===== src/include/arpt_pkg.sv =====
package arpt_pkg;

	localparam int ARPT_ADDR_W = 8;
	localparam int ARPT_DATA_W = 32;
	localparam int ARPT_CNT_W = 12;
	localparam int ARPT_IDX_W = 6;

	// register indices; byte address is four times the index
	localparam logic [ARPT_IDX_W-1:0] IDX_CTRL_STATUS = 6'h0D;
	localparam logic [ARPT_IDX_W-1:0] IDX_COUNT_HIGH = 6'h0E;
	localparam logic [ARPT_IDX_W-1:0] IDX_COUNT_LOW = 6'h0F;
	localparam logic [ARPT_IDX_W-1:0] IDX_RELOAD_HIGH = 6'h10;
	localparam logic [ARPT_IDX_W-1:0] IDX_RELOAD_LOW = 6'h11;
	localparam logic [ARPT_IDX_W-1:0] IDX_WAVE_OUT_CTRL = 6'h12;
	localparam logic [ARPT_IDX_W-1:0] IDX_CHANNEL_STATUS = 6'h13;
	localparam logic [ARPT_IDX_W-1:0] IDX_DUTY_HIGH = 6'h17;
	localparam logic [ARPT_IDX_W-1:0] IDX_DUTY_LOW = 6'h18;

	// field positions
	localparam int CS_SRC_LSB = 3;
	localparam int CS_OVF_BIT = 2;
	localparam int CS_WRAP_IE_BIT = 1;
	localparam int CS_MATCH_IE_BIT = 0;
	localparam int CH_INVERT_BIT = 1;
	localparam int CH_MATCH_BIT = 0;
	localparam int WOC_OE_BIT = 0;

	localparam logic [1:0] RESP_OKAY = 2'h0;
	localparam logic [1:0] RESP_SLVERR = 2'h2;
	localparam logic [7:0] REG_RESET = 8'h00;
	localparam logic [ARPT_CNT_W-1:0] CNT_TOP = 12'hFFF;
	localparam logic [ARPT_CNT_W-1:0] DUTY_NONE = 12'h000;

	// timing
	localparam int TB_PERIOD_US = 1000;
	localparam int CLK_FREQ_KHZ = 20000;
	localparam int TB_CYCLES = TB_PERIOD_US * CLK_FREQ_KHZ / 1000;
	localparam int SLOW_DIV = 32;

	typedef enum logic [1:0] {
		SRC_OFF = 2'h0,
		SRC_TIMEBASE = 2'h1,
		SRC_CPU = 2'h2,
		SRC_RSVD = 2'h3
	} arpt_src_t;

	// gray order along run -> wait -> active-halt -> halt
	typedef enum logic [1:0] {
		PWR_RUN = 2'h0,
		PWR_WAIT = 2'h1,
		PWR_ACTIVE_HALT = 2'h3,
		PWR_HALT = 2'h2
	} arpt_pwr_t;

	typedef struct packed {
		logic awvalid;
		logic [ARPT_ADDR_W-1:0] awaddr;
		logic wvalid;
		logic [ARPT_DATA_W-1:0] wdata;
		logic [3:0] wstrb;
		logic bready;
		logic arvalid;
		logic [ARPT_ADDR_W-1:0] araddr;
		logic rready;
	} arpt_axi_req_t;

	typedef struct packed {
		logic awready;
		logic wready;
		logic bvalid;
		logic [1:0] bresp;
		logic arready;
		logic rvalid;
		logic [ARPT_DATA_W-1:0] rdata;
		logic [1:0] rresp;
	} arpt_axi_rsp_t;

endpackage : arpt_pkg


===== src/hw/arpt_timer.sv =====
// The address map and the AXI4-Lite interface to the registers were decided locally.
`timescale 1ns/10ps

module arpt_timer
	import arpt_pkg::*;
#(
	parameter int P_TB_CYCLES = TB_CYCLES
)
(
	input wire logic i_clk_sys,
	input wire logic i_srst,
	input wire arpt_axi_req_t i_axi,
	input wire arpt_pwr_t i_pwr_mode,
	input wire logic i_slow_mode,
	output arpt_axi_rsp_t o_axi,
	output logic o_wave_pin,
	output logic o_wave_pin_oe_n,
	output logic o_irq_wrap,
	output logic o_irq_match,
	output logic o_wake
);

	localparam int TBW = $clog2(P_TB_CYCLES + 1);
	localparam int SDW = $clog2(SLOW_DIV);
	localparam logic [TBW-1:0] TB_LAST = TBW'(P_TB_CYCLES - 1);
	localparam logic [SDW-1:0] SLOW_LAST = SDW'(SLOW_DIV - 1);

	typedef struct packed {
		arpt_axi_rsp_t rsp;
		logic aw_have;
		logic [ARPT_ADDR_W-1:0] aw_addr;
		logic w_have;
		logic [ARPT_DATA_W-1:0] w_data;
		logic [3:0] w_strb;
		arpt_src_t src;
		logic ovf;
		logic wrap_ie;
		logic match_ie;
		logic [ARPT_CNT_W-1:0] count;
		logic [ARPT_CNT_W-1:0] reload;
		logic wave_oe;
		logic invert;
		logic match_flag;
		logic [ARPT_CNT_W-1:0] duty;
		logic [ARPT_CNT_W-1:0] shadow;
		logic lock;
		logic wave;
		logic pin;
		logic pin_oe_n;
		logic irq_wrap;
		logic irq_match;
		logic wake;
		logic [TBW-1:0] tb_cnt;
		logic [SDW-1:0] slow_cnt;
	} arpt_state_t;

	arpt_state_t state_ff;
	arpt_state_t nxt_state;

	////////////////////////////////////////////////////////////////////////////////
	// register read mux

	function automatic logic [ARPT_DATA_W:0] read_reg(input arpt_state_t s, input logic [ARPT_ADDR_W-1:0] addr);
		logic [7:0] val;
		logic ok;
		// reserved bits and unmapped reads return zero
		val = REG_RESET;
		ok = 1'b1;
		case (addr[ARPT_ADDR_W-1:2])
			IDX_CTRL_STATUS: val = {3'h0, s.src, s.ovf, s.wrap_ie, s.match_ie};
			IDX_COUNT_HIGH: val = {4'h0, s.count[11:8]};
			IDX_COUNT_LOW: val = s.count[7:0];
			IDX_RELOAD_HIGH: val = {4'h0, s.reload[11:8]};
			IDX_RELOAD_LOW: val = s.reload[7:0];
			IDX_WAVE_OUT_CTRL: val = {7'h00, s.wave_oe};
			IDX_CHANNEL_STATUS: val = {6'h00, s.invert, s.match_flag};
			IDX_DUTY_HIGH: val = {4'h0, s.duty[11:8]};
			IDX_DUTY_LOW: val = s.duty[7:0];
			default: ok = 1'b0;
		endcase
		read_reg = {ok, 24'h000000, val};
	endfunction : read_reg

	////////////////////////////////////////////////////////////////////////////////
	// next state

	always_comb
	begin
		logic do_wr;
		logic wr_ok;
		logic [7:0] wb;
		logic [ARPT_DATA_W:0] rd;
		logic tb_tick;
		logic slow_tick;
		logic raw_tick;
		logic run_ok;
		logic tick;
		logic wrapped;
		logic hit;
		logic cmp_live;
		logic [ARPT_CNT_W-1:0] cnt_nxt;
		logic [ARPT_CNT_W-1:0] cmp_val;
		do_wr = 1'b0;
		wr_ok = 1'b0;
		wb = REG_RESET;
		rd = '0;
		tb_tick = 1'b0;
		slow_tick = 1'b0;
		raw_tick = 1'b0;
		run_ok = 1'b0;
		tick = 1'b0;
		wrapped = 1'b0;
		hit = 1'b0;
		cmp_live = 1'b0;
		cnt_nxt = state_ff.count;
		cmp_val = state_ff.duty;
		nxt_state = state_ff;

		// write address and data are taken independently
		if (state_ff.rsp.awready && i_axi.awvalid)
		begin
			nxt_state.aw_have = 1'b1;
			nxt_state.aw_addr = i_axi.awaddr;
		end
		if (state_ff.rsp.wready && i_axi.wvalid)
		begin
			nxt_state.w_have = 1'b1;
			nxt_state.w_data = i_axi.wdata;
			nxt_state.w_strb = i_axi.wstrb;
		end
		if (state_ff.rsp.bvalid && i_axi.bready)
		begin
			nxt_state.rsp.bvalid = 1'b0;
		end
		do_wr = state_ff.aw_have && state_ff.w_have && !state_ff.rsp.bvalid;
		wb = state_ff.w_data[7:0];
		if (do_wr)
		begin
			wr_ok = 1'b1;
			nxt_state.aw_have = 1'b0;
			nxt_state.w_have = 1'b0;
			nxt_state.rsp.bvalid = 1'b1;
			// a write with lane 0 disabled is answered but stores nothing
			if (state_ff.w_strb[0])
			begin
				case (state_ff.aw_addr[ARPT_ADDR_W-1:2])
					IDX_CTRL_STATUS:
					begin
						nxt_state.src = arpt_src_t'(wb[CS_SRC_LSB+:2]);
						nxt_state.wrap_ie = wb[CS_WRAP_IE_BIT];
						nxt_state.match_ie = wb[CS_MATCH_IE_BIT];
					end
					IDX_RELOAD_HIGH:
					begin
						nxt_state.reload[11:8] = wb[3:0];
					end
					IDX_RELOAD_LOW:
					begin
						nxt_state.reload[7:0] = wb;
					end
					IDX_WAVE_OUT_CTRL:
					begin
						// enable hands the pin to the wave
						nxt_state.wave_oe = wb[WOC_OE_BIT];
					end
					IDX_CHANNEL_STATUS:
					begin
						nxt_state.invert = wb[CH_INVERT_BIT];
					end
					IDX_DUTY_HIGH:
					begin
						nxt_state.duty[11:8] = wb[3:0];
						nxt_state.lock = 1'b1;
					end
					IDX_DUTY_LOW:
					begin
						nxt_state.duty[7:0] = wb;
						nxt_state.lock = 1'b0;
					end
					IDX_COUNT_HIGH, IDX_COUNT_LOW:
					begin
						// counter is read only, the write is answered and dropped
						wr_ok = 1'b1;
					end
					default:
					begin
						// unmapped index stores nothing
						wr_ok = 1'b0;
					end
				endcase
			end
			else
			begin
				rd = read_reg(state_ff, state_ff.aw_addr);
				wr_ok = rd[ARPT_DATA_W];
			end
			nxt_state.rsp.bresp = wr_ok ? RESP_OKAY : RESP_SLVERR;
		end
		// a held address or data waits while the previous response is still pending
		nxt_state.rsp.awready = !nxt_state.aw_have;
		nxt_state.rsp.wready = !nxt_state.w_have;

		// reads answer on the edge that takes the address
		if (state_ff.rsp.rvalid && i_axi.rready)
		begin
			nxt_state.rsp.rvalid = 1'b0;
		end
		if (state_ff.rsp.arready && i_axi.arvalid)
		begin
			rd = read_reg(state_ff, i_axi.araddr);
			nxt_state.rsp.rvalid = 1'b1;
			nxt_state.rsp.rdata = rd[ARPT_DATA_W-1:0];
			nxt_state.rsp.rresp = rd[ARPT_DATA_W] ? RESP_OKAY : RESP_SLVERR;
			// read clears come first so a hardware set later in this cycle wins
			// status read clears overflow flag
			if (i_axi.araddr[ARPT_ADDR_W-1:2] == IDX_CTRL_STATUS)
			begin
				nxt_state.ovf = 1'b0;
			end
			// channel status read clears match flag
			if (i_axi.araddr[ARPT_ADDR_W-1:2] == IDX_CHANNEL_STATUS)
			begin
				nxt_state.match_flag = 1'b0;
			end
		end
		nxt_state.rsp.arready = !nxt_state.rsp.rvalid;

		////////////////////////////////////////////////////////////////////////////
		// tick generation

		// timebase runs from the system clock so slow mode leaves it alone
		tb_tick = (state_ff.tb_cnt == TB_LAST);
		nxt_state.tb_cnt = tb_tick ? '0 : TBW'(state_ff.tb_cnt + 1'b1);
		// slow mode divides cpu clock by 32
		slow_tick = (state_ff.slow_cnt == SLOW_LAST);
		nxt_state.slow_cnt = SDW'(state_ff.slow_cnt + 1'b1);
		case (state_ff.src)
			SRC_TIMEBASE: raw_tick = tb_tick;
			SRC_CPU: raw_tick = i_slow_mode ? slow_tick : 1'b1;
			default: raw_tick = 1'b0;
		endcase
		case (i_pwr_mode)
			PWR_RUN, PWR_WAIT: run_ok = 1'b1;
			// active-halt keeps timebase with wrap enable
			PWR_ACTIVE_HALT: run_ok = (state_ff.src == SRC_TIMEBASE) && state_ff.wrap_ie;
			default: run_ok = 1'b0;
		endcase
		tick = raw_tick && run_ok;

		////////////////////////////////////////////////////////////////////////////
		// counter, compare and wave

		if (tick)
		begin
			// overflow flag lasts one counter tick
			nxt_state.ovf = 1'b0;
			wrapped = (state_ff.count == CNT_TOP);
			if (wrapped)
			begin
				// reload gives 4096 minus reload period
				cnt_nxt = state_ff.reload;
				nxt_state.ovf = 1'b1;
				// shadow copied even when half written
				nxt_state.shadow = state_ff.duty;
				if (state_ff.wave_oe)
				begin
					nxt_state.wave = 1'b1;
				end
			end
			else
			begin
				cnt_nxt = ARPT_CNT_W'(state_ff.count + 1'b1);
			end
			nxt_state.count = cnt_nxt;
			// modulation uses shadow, compare mode uses duty
			// compare mode sees written duty at once
			cmp_val = state_ff.wave_oe ? nxt_state.shadow : state_ff.duty;
			cmp_live = !state_ff.lock && (state_ff.wave_oe || state_ff.duty != DUTY_NONE);
			hit = cmp_live && (cnt_nxt == cmp_val);
			if (hit)
			begin
				// match sets flag, wins over read clear
				nxt_state.match_flag = 1'b1;
				if (state_ff.wave_oe)
				begin
					nxt_state.wave = 1'b0;
				end
			end
		end

		// released pin is held low so no stale level lingers on the pad side
		// pin driven only while enabled
		nxt_state.pin_oe_n = !nxt_state.wave_oe;
		nxt_state.pin = nxt_state.wave_oe && (nxt_state.wave ^ nxt_state.invert);

		nxt_state.irq_wrap = nxt_state.ovf && nxt_state.wrap_ie;
		nxt_state.irq_match = nxt_state.match_flag && nxt_state.match_ie;
		// wake from wait on either, active-halt on wrap only
		case (i_pwr_mode)
			PWR_WAIT: nxt_state.wake = nxt_state.irq_wrap || nxt_state.irq_match;
			PWR_ACTIVE_HALT: nxt_state.wake = nxt_state.irq_wrap && (nxt_state.src == SRC_TIMEBASE);
			default: nxt_state.wake = 1'b0;
		endcase
	end

	////////////////////////////////////////////////////////////////////////////////
	// state register

	always_ff @(posedge i_clk_sys)
	begin
		// reset clears counter and all control
		if (i_srst)
		begin
			state_ff <= '0;
		end
		else
		begin
			state_ff <= nxt_state;
		end
	end

	// outputs are plain flop bits, no logic after the register
	assign o_axi = state_ff.rsp;
	assign o_wave_pin = state_ff.pin;
	assign o_wave_pin_oe_n = state_ff.pin_oe_n;
	assign o_irq_wrap = state_ff.irq_wrap;
	assign o_irq_match = state_ff.irq_match;
	assign o_wake = state_ff.wake;

endmodule : arpt_timer


===== config.mk =====
export PLATFORM = sky130hd
export DESIGN_NAME = arpt_timer
export DESIGN_NICKNAME = d
export VERILOG_FILES = /design/src/include/arpt_pkg.sv /design/src/hw/arpt_timer.sv
export SDC_FILE = /design/constraint.sdc
export NUM_CORES = 1
export LEC_CHECK = 0
export BUFFER_PORTS_ARGS = -buffer_cell sky130_fd_sc_hd__clkbuf_2
export CAP_MARGIN = 30
export CORE_MARGIN = 1.5
export CORE_UTILIZATION = 45
export CTS_BUF_LIST = sky130_fd_sc_hd__clkbuf_4 sky130_fd_sc_hd__clkbuf_8
export DETAILED_ROUTE_END_ITERATION = 6
export GPL_ROUTABILITY_DRIVEN = 0
export MAX_ROUTING_LAYER = met4
export PLACE_DENSITY = 0.71
export SETUP_SLACK_MARGIN = 0.5
export SKIP_LAST_GASP = 1
export SLEW_MARGIN = 20
export SYNTH_ARGS = -nofsm -noshare
export SYNTH_HDL_FRONTEND = slang
export SYNTH_SLANG_ARGS = --single-unit

===== constraint.sdc =====
create_clock -name i_clk_sys -period 3 [get_ports i_clk_sys]
set_clock_uncertainty 0.05 [all_clocks]
set_input_delay 0.3 -clock i_clk_sys [delete_from_list [all_inputs] [get_ports i_clk_sys]]
set_output_delay 0.3 -clock i_clk_sys [all_outputs]
set_load 0.005 [all_outputs]

==> results of run 1 <==
-- area by class of cell --
type	instances	share of cell area, %
Clock buffer	19	3.54
Clock inverter	13	2.66
Inverter	16	0.813
Multi-Input combinational cell	570	48.3
Sequential cell	115	31.2
Tap cell	176	2.98
Timing Repair Buffer	104	10.5
-- sequential cells by signal, summed over array words and instances, names as in the netlist --
name,cells
o_irq_match,1
o_wake,1
o_axi,15
o_wave_pin,1
o_irq_wrap,1
o_wave_pin_oe_n,1
state_ff,95
-- path summary, 6_finish.rpt --
| kind | end | slack (ns) | depth (start not counted) |
|---|---|---|---|
| worst max-delay path | o_wave_pin$_SDFF_PP0_ | -0.04 | 11 |
| worst min register to register | state_ff[0]$_SDFF_PP0_ | 0.41 | 1 |
| worst max register to register | o_wave_pin$_SDFF_PP0_ | -0.04 | 11 |
| worst min-delay path | state_ff[83]$_SDFFE_PP0P_ | 0.03 | 3 |
-- timing repair --
item | CTS | global route
gates resized for setup | 57 | 22
gates cloned | 5 | 0
buffers inserted | 9 | 0
pin swaps | 27 | 24
endpoints found under the setup margin | 29 | 32
-- power groups by stage --
stage	combinational, mW	sequential (mW)	clock, mW
after floorplan	0.125	1.60	0
after detailed placement	0.137	1.61	0
after global routing	0.157	1.58	1.73
after CTS	0.139	1.58	1.67
final	0.140	1.58	1.65
after global placement	0.136	1.61	0
-- cell usage in the layout, fill, tap and decap left out, types with 5 or more instances in the layout --
| cell | count |
|---|---|
| a211oi_1 | 5 |
| a21oi_1 | 56 |
| a21oi_2 | 6 |
| a22oi_1 | 17 |
| a31oi_1 | 11 |
| and3_1 | 5 |
| buf_4 | 40 |
| buf_6 | 5 |
| clkbuf_2 | 50 |
| clkbuf_8 | 19 |
| conb_1 | 26 |
| dfxtp_1 | 113 |
| ha_1 | 6 |
| inv_1 | 15 |
| mux2i_1 | 31 |
| nand2_1 | 79 |
| nand2_2 | 20 |
| nand2b_1 | 14 |
| nand3_1 | 24 |
| nand4_1 | 14 |
| nor2_1 | 85 |
| nor2b_1 | 9 |
| nor3_1 | 15 |
| nor4_1 | 5 |
| o21ai_0 | 15 |
| o31ai_1 | 5 |
| or3_1 | 5 |
| xnor2_1 | 17 |
| xor2_1 | 13 |
-- Yosys cell counts (4+ instances only) --
master and count:
mux2i_1 31, o31ai_1 5, dfxtp_1 115, o21ai_0 19, or3_1 5, nand2_1 104, nor2b_1 9, mux2_2 5
nand3b_1 4, nor3b_1 4, nor4_1 6, a22oi_1 19, buf_4 42, nand3_1 25, nand2b_1 14, xor2_1 13
ha_1 6, xnor2_1 17, clkbuf_1 40, nand4_1 14, a31oi_1 11, buf_1 4, a211oi_1 6, a21oi_1 62
inv_1 15, and3_1 5, nor2_1 88, nor3_1 17
-- layer usage --
metal	global-route usage (%)	vias up	share of wire, %
met2	36.1	253	46
met5	-	-	0
met3	5.32	58	7.3
met4	11.4	0	3.6
met1	31.7	2635	43
li1	-	2734	-
-- worst max-delay path, stage by stage, from the launching register on --
cell,delay (ns)
dfxtp_2,0.33
or4_4,0.52
or4_4,0.46
a2111oi_4,0.43
buf_4,0.18
buf_6,0.10
buf_12,0.10
a31oi_1,0.13
nand2b_1,0.22
o31a_1,0.28
o31ai_1,0.07
a211o_1,0.12
-- cells by family (layout without fill, tap and decap cells) --
kind of cell	count (synthesis)	count (layout)	synth area share (%)
compound gates	155	155	16.4
xor+xnor	31	31	4.68
fa+ha+maj	6	6	1.23
buf+inv	102	152	8.87
flops	115	115	37.8
mux	37	37	6.39
other cells	1	26	0.0615
simple gates	314	315	24.6
==> impl_metrics.py, run 1 <==
metrics = {
    "status": {
        "status": "complete, but fails checks",
        "violations": "negative setup slack",
    },
    "setup_path": {
        "crit_path_start": "state_ff[12]$_SDFF_PP0_",
        "cp.required_ns": 3.33,
        "path_class": "flip-flop to flip-flop",
        "arrival_ns": 3.37,
        "end_kind": "flip-flop",
        "cp_max_fo": 4,
        "cp-start-kind": "flip-flop",
        "r2r_start": "state_ff[12]$_SDFF_PP0_",
    },
    "die": {
        "die-area_mm2": 0.0142,
        "die_h_um": 119,
        "die_width_um": 119,
        "fp.coreArea_mm2": 0.0132,
        "io_pins": 108,
        "rows": 42,
        "start_util_pct": 46.0,
    },
    "place": {
        "place_hpwl_mm": 11.2,
        "place_inst": 966,
        "port_buffers": 50,
        "pre_cts_ws_ns": -0.0192,
        "placed_area_mm2": 0.00648,
    },
    "power": {
        "power.density_mw_per_mm2": 456,
        "swShare_pct": 23.7,
        "peakVddDrop_v": 0.000613,
        "combPwrFrac_pct": 4.2,
        "p_clk_share_pct": 48.9,
        "p_total_mw": 3.37,
        "switchingPower_uw": 798,
        "p_int_mw": 2.57,
        "leakage_nw": 2.89,
        "power_frac_seq_pct": 46.9,
    },
    "routing": {
        "ant_nets": 0,
        "via_count": 5680,
        "first_pass_iters": 5,
        "viasPerCell": 5.61,
        "post-route-drc-count": 0,
        "drt-initial-drc-count": 454,
        "drt-total-wl_mm": 16.8,
        "detail_route.wl_per_cell_um": 16.6,
    },
    "clocking": {
        "cts_inserted_buffers": 17,
        "postCtsHoldBufs": 0,
        "cts_tree": "built",
        "cts.sinks": 115,
        "cts-root-buf": "clkbuf_8",
        "cts_buffer_depth": 2,
        "clock_latency_ns": 0.44,
        "clk_pin_slew_ns": 0.07,
        "h-tree-depth": 4,
    },
    "job": {
        "maxCapViolations": 0,
    },
    "synth": {
        "synth-seq-cells": 115,
        "synth_top_area_cell": "dfxtp_1",
        "synthFlopType": "dfxtp_1",
        "synth_top_cell_area_share_pct": 37.8,
        "synth_area_mm2": 0.00609,
        "synth_area_per_cell_um2": 8.01,
        "synth_cell_types": 64,
        "async_flop_share_pct": 0,
        "ys_seq_area_share_pct": 37.8,
        "yosysWarnings": 0,
        "netlist_instances": 761,
        "synth_edf_count": 0,
        "ys_top_cells_by_area": "dfxtp_1, nand2_1, nor2_1, buf_4, a21oi_1",
    },
    "sta": {
        "fin_crit_sh_pct": 101,
        "worst_slew_pin_slew_ns": 0.850,
        "maxSlewHeadroom_pct": 42.5,
        "setup_slack_ns": -0.0352,
        "setup_viol": 2,
        "fin_crit_ns": 3.04,
        "drv_slew": 0,
        "hold_ws_ns": 0.0274,
        "clock.fmax_mhz": 329,
        "rsz0062_at_grt": "true",
        "tns_ns": -0.0385,
        "hold_viol_final": 0,
    },
    "global_routing": {
        "first_global_vias": 5090,
        "grt_util_all_layers_pct": 24.3,
        "antenna_found_initial": 0,
        "gr-total-overflow": 0,
        "grt_max_degree": 64,
        "grt_pass1_wl_mm": 26.3,
    },
    "layout": {
        "fin_cells": 1013,
        "multi_input_area_mm2": 0.00357,
        "finish.utilization_pct": 55.8,
        "fillers": 1182,
        "nets": 892,
        "drive_gt1_share_pct": 23.9,
        "design_area_mm2": 0.00738,
        "syn_to_final_growth_pct": 21.2,
        "seq_area_mm2": 0.00230,
        "n_antenna_cell": 0,
    },
    "min_path": {
        "hold_start": "i_axi[11]",
        "worst_hold_path_type": "input pin to flip-flop",
    },
}
Power figures use the tool's default switching activity.
==> run 2: changes to the inputs <==
--- a/config.mk
+++ b/config.mk
@@ -7,6 +7,7 @@
 export LEC_CHECK = 0
 export BUFFER_PORTS_ARGS = -buffer_cell sky130_fd_sc_hd__clkbuf_2
 export CAP_MARGIN = 30
+export CORE_ASPECT_RATIO = 1.25
 export CORE_MARGIN = 1.5
 export CORE_UTILIZATION = 45
 export CTS_BUF_LIST = sky130_fd_sc_hd__clkbuf_4 sky130_fd_sc_hd__clkbuf_8
==> run 2 against run 1 <==
- the run still ends with negative setup slack left
- non-clock buffer count grew 3
- clock power shrank 13%
- register-to-register slack lost 0.02 ns
- die area is essentially flat
- wire length grew 0.16%
- flip-flop and latch count is the same
- global-route usage grew 0.34 points
- critical path type unchanged
- combinational power is essentially flat
- core utilization shrank 0.93 points
- cell count shrank 0.30%
- clock-buffer cell count grew 1
==> impl_metrics.py, run 2 (synthesized netlist as in run 1, its figures left out) <==
metrics = {
    "status": {
        "status": "complete, but fails checks",
        "violations": "negative setup slack",
    },
    "setup_path": {
        "path_class": "flip-flop to flip-flop",
        "arrival_ns": 3.32,
        "cp-start-kind": "flip-flop",
        "cp.depth": 8,
        "timing.critical_path.mode_cell": "or4_4",
        "path_delay_family": "simple AND/OR/NAND/NOR gates",
        "path_buf_inv": 0,
        "path_cells": "or4_4 > or4_4 > a2111oi_4 > nand3_1 > or4_4 > nor4_4 > o31ai_1 > a211o_1",
        "rr_worst_depth": 8,
        "end_kind": "flip-flop",
        "cp_slowest_stage_delay_ns": 0.51,
        "cp_slowest_cell": "or4_4",
        "cp.required_ns": 3.27,
        "cp_max_fo": 4,
    },
    "global_routing": {
        "first_global_vias": 5258,
        "grt_util_all_layers_pct": 24.7,
        "grt_pass1_wl_mm": 26.8,
        "grt_max_degree": 66,
        "gr-total-overflow": 0,
        "antenna_found_initial": 0,
    },
    "sta": {
        "rsz0062_at_grt": "true",
        "fin_crit_sh_pct": 102,
        "setup_slack_ns": -0.0512,
        "setup_viol": 2,
        "hold_ws_ns": 0.0360,
        "hold_viol_final": 0,
        "clock.fmax_mhz": 328,
        "fin_crit_ns": 3.05,
        "drv_slew": 0,
        "worst_slew_pin_slew_ns": 0.775,
        "maxSlewHeadroom_pct": 47.6,
    },
    "die": {
        "fp.coreArea_mm2": 0.0132,
        "die-area_mm2": 0.0143,
        "rows": 47,
        "io_pins": 108,
        "start_util_pct": 46.1,
        "die_width_um": 107,
        "die_h_um": 133,
    },
    "clocking": {
        "cts.sinks": 115,
        "postCtsHoldBufs": 0,
        "cts_inserted_buffers": 17,
        "cts-root-buf": "clkbuf_8",
        "clock_latency_ns": 0.43,
        "h-tree-depth": 4,
        "cts_tree": "built",
        "clk_pin_slew_ns": 0.07,
        "cts_buffer_depth": 2,
    },
    "routing": {
        "drt-initial-drc-count": 475,
        "post-route-drc-count": 0,
        "viasPerCell": 5.71,
        "via_count": 5765,
        "first_pass_iters": 7,
        "detail_route.wl_per_cell_um": 16.7,
        "ant_nets": 0,
        "drt-total-wl_mm": 16.8,
    },
    "layout": {
        "mostFrequentLayoutCells": "dfxtp_1, nand2_1, nor2_1",
        "multi_input_area_mm2": 0.00353,
        "nets": 894,
        "finish.utilization_pct": 54.8,
        "drive_gt1_share_pct": 23.7,
        "seq_area_mm2": 0.00230,
        "syn_to_final_growth_pct": 19.1,
        "max_flop_register": "state_ff",
        "final_common_cell": "dfxtp_1",
        "largest_reg_flops": 95,
        "fillers": 1232,
        "n_antenna_cell": 0,
    },
    "power": {
        "peakVddDrop_v": 0.000348,
        "p_clk_share_pct": 45.6,
        "power_frac_seq_pct": 49.9,
        "power.density_mw_per_mm2": 436,
        "p_int_mw": 2.38,
        "switchingPower_uw": 781,
        "combPwrFrac_pct": 4.5,
        "swShare_pct": 24.7,
        "leakage_nw": 2.84,
        "p_total_mw": 3.16,
    },
    "min_path": {
        "worst_hold_path_type": "input pin to flip-flop",
        "hold_depth": 3,
    },
    "place": {
        "pre_cts_ws_ns": -0.0134,
        "place_hpwl_mm": 11.6,
        "port_buffers": 50,
    },
    "job": {
        "maxCapViolations": 0,
    },
}
-- run 2: path summary, 6_finish.rpt --
| kind | startpoint | end | slack, ns |
|---|---|---|---|
| hold / removal | i_axi[22] | state_ff[94]$_SDFFE_PP0P_ | 0.04 |
| hold reg to reg | state_ff[0]$_SDFF_PP0_ | state_ff[0]$_SDFF_PP0_ | 0.40 |
| setup reg to reg | state_ff[12]$_SDFF_PP0_ | o_wave_pin$_SDFF_PP0_ | -0.05 |
| setup / recovery | state_ff[12]$_SDFF_PP0_ | o_wave_pin$_SDFF_PP0_ | -0.05 |
-- run 2: final cells by class --
class / count / area share (%)
well taps: 171 / 2.95
clock buffers: 20 / 3.62
flip-flops and latches: 115 / 31.8
multi-input cells: 569 / 48.6
inverters: 16 / 0.828
repair buffers: 107 / 10.4
clock inverters: 12 / 1.79
-- run 2: what timing repair did --
| action | in CTS | in global routing |
|---|---|---|
| gates resized for setup | 45 | 26 |
| pin swaps | 23 | 14 |
| cloned | 2 | 1 |
| endpoints found under the setup margin | 23 | 31 |
| setup buffers | 5 | 1 |
-- run 2: power by group through the flow --
stage / registers, mW / clock network (mW) / logic [mW]
floorplan: 1.60 / 0 / 0.125
global placement: 1.61 / 0 / 0.136
detailed placement: 1.61 / 0 / 0.138
CTS: 1.58 / 1.46 / 0.140
global route: 1.58 / 1.53 / 0.162
finish: 1.58 / 1.44 / 0.142
-- run 2: through the flow --
stage               TNS (ns)  instances  instance area, µm²
floorplan            -0.0113        786                6200
global route          -0.569       1010                7260
CTS                  -0.0851       1007                7120
detailed placement   -0.0259        968                6530
global placement     -0.0212        968                6530
finish               -0.0828       1010                7260
-- run 2: routing by layer --
metal / track usage (%) / wire, µm / vias up
met1: 28.7 / 6600 / 2708
met3: 4.35 / 1190 / 73
li1: - / - / 2734
met2: 40.0 / 8240 / 250
met4: 13.8 / 809 / 0
met5: - / 0 / -
-- run 2: worst register-to-register path, delay by kind of cell (launching register included) --
family | cells | cell delay (ns)
AO/OA/AOI/OAI | 3 | 0.81
flip-flops | 1 | 0.32
AND/OR/NAND/NOR | 5 | 1.76
==> run 3: changes to the inputs <==
--- a/config.mk
+++ b/config.mk
@@ -14,7 +14,7 @@
 export DETAILED_ROUTE_END_ITERATION = 6
 export GPL_ROUTABILITY_DRIVEN = 0
 export MAX_ROUTING_LAYER = met4
-export PLACE_DENSITY = 0.71
+export PLACE_DENSITY = 0.8
 export SETUP_SLACK_MARGIN = 0.5
 export SKIP_LAST_GASP = 1
 export SLEW_MARGIN = 20
==> constraint.sdc (replaced) <==
create_clock -name i_clk_sys -period 3 [get_ports i_clk_sys]
set_clock_uncertainty 0.05 [all_clocks]
set_input_delay 0.6 -clock i_clk_sys [delete_from_list [all_inputs] [get_ports i_clk_sys]]
set_output_delay 0.6 -clock i_clk_sys [all_outputs]
set_load 0.005 [all_outputs]
==> run 3 against run 2 <==
- the flow still finishes with violations (negative setup slack)
- core utilization is 2.9 points lower
- via count is 3.0% lower
- clock-buffer cell count is 2 higher
- register-to-register slack better by 0.02 ns
- final area is 5.4% lower
==> impl_metrics.py, run 3 (synthesized netlist as in run 1, its figures left out) <==
metrics = {
    "status": {
        "status": "complete, but fails checks",
        "violations": "negative setup slack",
    },
    "power": {
        "peakVddDrop_v": 0.000443,
        "leakage_nw": 2.72,
        "p_total_mw": 3.09,
        "power.density_mw_per_mm2": 450,
    },
    "layout": {
        "drive_gt1_share_pct": 16.8,
        "finish.utilization_pct": 51.9,
        "max_flop_register": "state_ff",
        "syn_to_final_growth_pct": 12.7,
        "largest_reg_flops": 95,
        "n_antenna_cell": 0,
        "fillers": 1252,
        "mostFrequentLayoutCells": "dfxtp_1, nand2_1, nor2_1",
        "nets": 879,
        "final_common_cell": "dfxtp_1",
        "design_area_mm2": 0.00687,
    },
    "setup_path": {
        "path_buf_inv": 1,
        "end_kind": "flip-flop",
        "regToRegSetupSlack_ns": -0.03,
        "cp-start-kind": "flip-flop",
        "cp_slowest_cell": "or4_1",
        "cp.required_ns": 3.31,
        "timing.critical_path.mode_cell": "or4_4",
        "path_delay_family": "simple AND/OR/NAND/NOR gates",
        "cp_max_fo": 4,
        "path_cells": "or4_1 > or4_4 > a2111oi_4 > nand3_1 > or4_4 > nor4_4 > buf_4 > nand4_1 > a21boi_1",
        "arrival_ns": 3.34,
        "cp_slowest_stage_delay_ns": 0.52,
        "path_class": "flip-flop to flip-flop",
    },
    "global_routing": {
        "grt_max_degree": 66,
        "first_global_vias": 5141,
        "grt_pass1_wl_mm": 25.1,
        "gr-total-overflow": 0,
        "antenna_found_initial": 0,
        "grt_util_all_layers_pct": 23.1,
    },
    "sta": {
        "drv_slew": 0,
        "fin_crit_sh_pct": 101,
        "maxSlewHeadroom_pct": 35.7,
        "fin_crit_ns": 3.03,
        "rsz0062_at_grt": "true",
        "setup_viol": 2,
        "hold_viol_final": 0,
        "setup_slack_ns": -0.0276,
        "clock.fmax_mhz": 330,
        "worst_slew_pin_slew_ns": 0.958,
    },
    "place": {
        "placed_area_mm2": 0.00649,
        "pre_cts_ws_ns": -0.0246,
        "port_buffers": 50,
        "place_hpwl_mm": 11.2,
    },
    "routing": {
        "detail_route.wl_per_cell_um": 15.8,
        "drt-initial-drc-count": 440,
        "via_count": 5590,
        "ant_nets": 0,
        "post-route-drc-count": 0,
        "viasPerCell": 5.64,
        "first_pass_iters": 6,
        "drt-total-wl_mm": 15.7,
    },
    "die": {
        "io_pins": 108,
        "die_h_um": 133,
        "die-area_mm2": 0.0143,
        "fp.coreArea_mm2": 0.0132,
        "rows": 47,
        "die_width_um": 107,
        "start_util_pct": 46.1,
    },
    "clocking": {
        "cts_inserted_buffers": 17,
        "cts.sinks": 115,
        "cts_tree": "built",
        "cts-root-buf": "clkbuf_8",
        "cts_buffer_depth": 2,
        "postCtsHoldBufs": 0,
        "clk_pin_slew_ns": 0.06,
        "h-tree-depth": 4,
        "clock_latency_ns": 0.44,
    },
    "job": {
        "maxCapViolations": 0,
    },
    "min_path": {
        "worst_hold_path_type": "input pin to flip-flop",
    },
}
## run 3: cell types whose count changed in the layout (fill, tap and decap cells not counted), sizes merged
cell      previous run  this run
inv                 17        15
buf                 56        43
clkinvlp             5         1
## run 3: per-layer routing
| metal | track usage [%] | wire, µm |
|---|---|---|
| met5 | - | 0 |
| met4 | 11.4 | 625 |
| met3 | 5.92 | 1110 |
| met2 | 38.7 | 7930 |
| met1 | 25.3 | 5990 |
## run 3: through the flow
stage	cells	setup TNS (ns)	hold slack (ns)
2_1_floorplan	786	-0.0113	0.368
5_1_grt	991	-0.363	0.336
4_1_cts	990	-0.148	0.313
3_5_place_dp	962	-0.0246	0.389
6_report	991	-0.0301	0.337
3_3_place_gp	962	0	0.380
## run 3: final cells by class
cell class	instances	area, µm²	share of cell area (%)
Multi-Input combinational cell	569	3350	48.8
Tap cell	171	214	3.12
Timing Repair Buffer	92	569	8.29
Clock buffer	22	284	4.14
Sequential cell	115	2300	33.6
Clock inverter	6	82.6	1.20
Inverter	16	60.1	0.875
## run 3: path summary, 6_finish.rpt
| kind | start | end | depth (start not counted) |
|---|---|---|---|
| worst max-delay path | state_ff[12]$_SDFF_PP0_ | o_wake$_SDFF_PP0_ | 9 |
| worst min-delay path | i_axi[16] | state_ff[88]$_SDFFE_PP0P_ | 3 |
| worst min register to register | state_ff[0]$_SDFF_PP0_ | state_ff[0]$_SDFF_PP0_ | 1 |
| worst max register to register | state_ff[12]$_SDFF_PP0_ | o_wake$_SDFF_PP0_ | 9 |
## run 3: worst register-to-register path, cell delays in order (launching register included)
cell and delay [ns]:
dfxtp_2 0.32, or4_1 0.52, or4_4 0.46, a2111oi_4 0.40
nand3_1 0.12, or4_4 0.44, nor4_4 0.24, buf_4 0.19
nand4_1 0.08, a21boi_1 0.15
## run 3: what timing repair did
item	CTS	global route
buffers inserted	0	1
pin swaps	3	1
setup endpoints to repair	25	31
resized for setup	1	1
## run 3: power breakdown
group          total (mW)  internal [mW]  switching, mW  leakage (nW)
logic               0.138         0.0526         0.0856          1.60
clock network        1.37          0.785          0.587         0.191
registers            1.58           1.55         0.0274         0.932
total                3.09           2.39          0.700          2.72
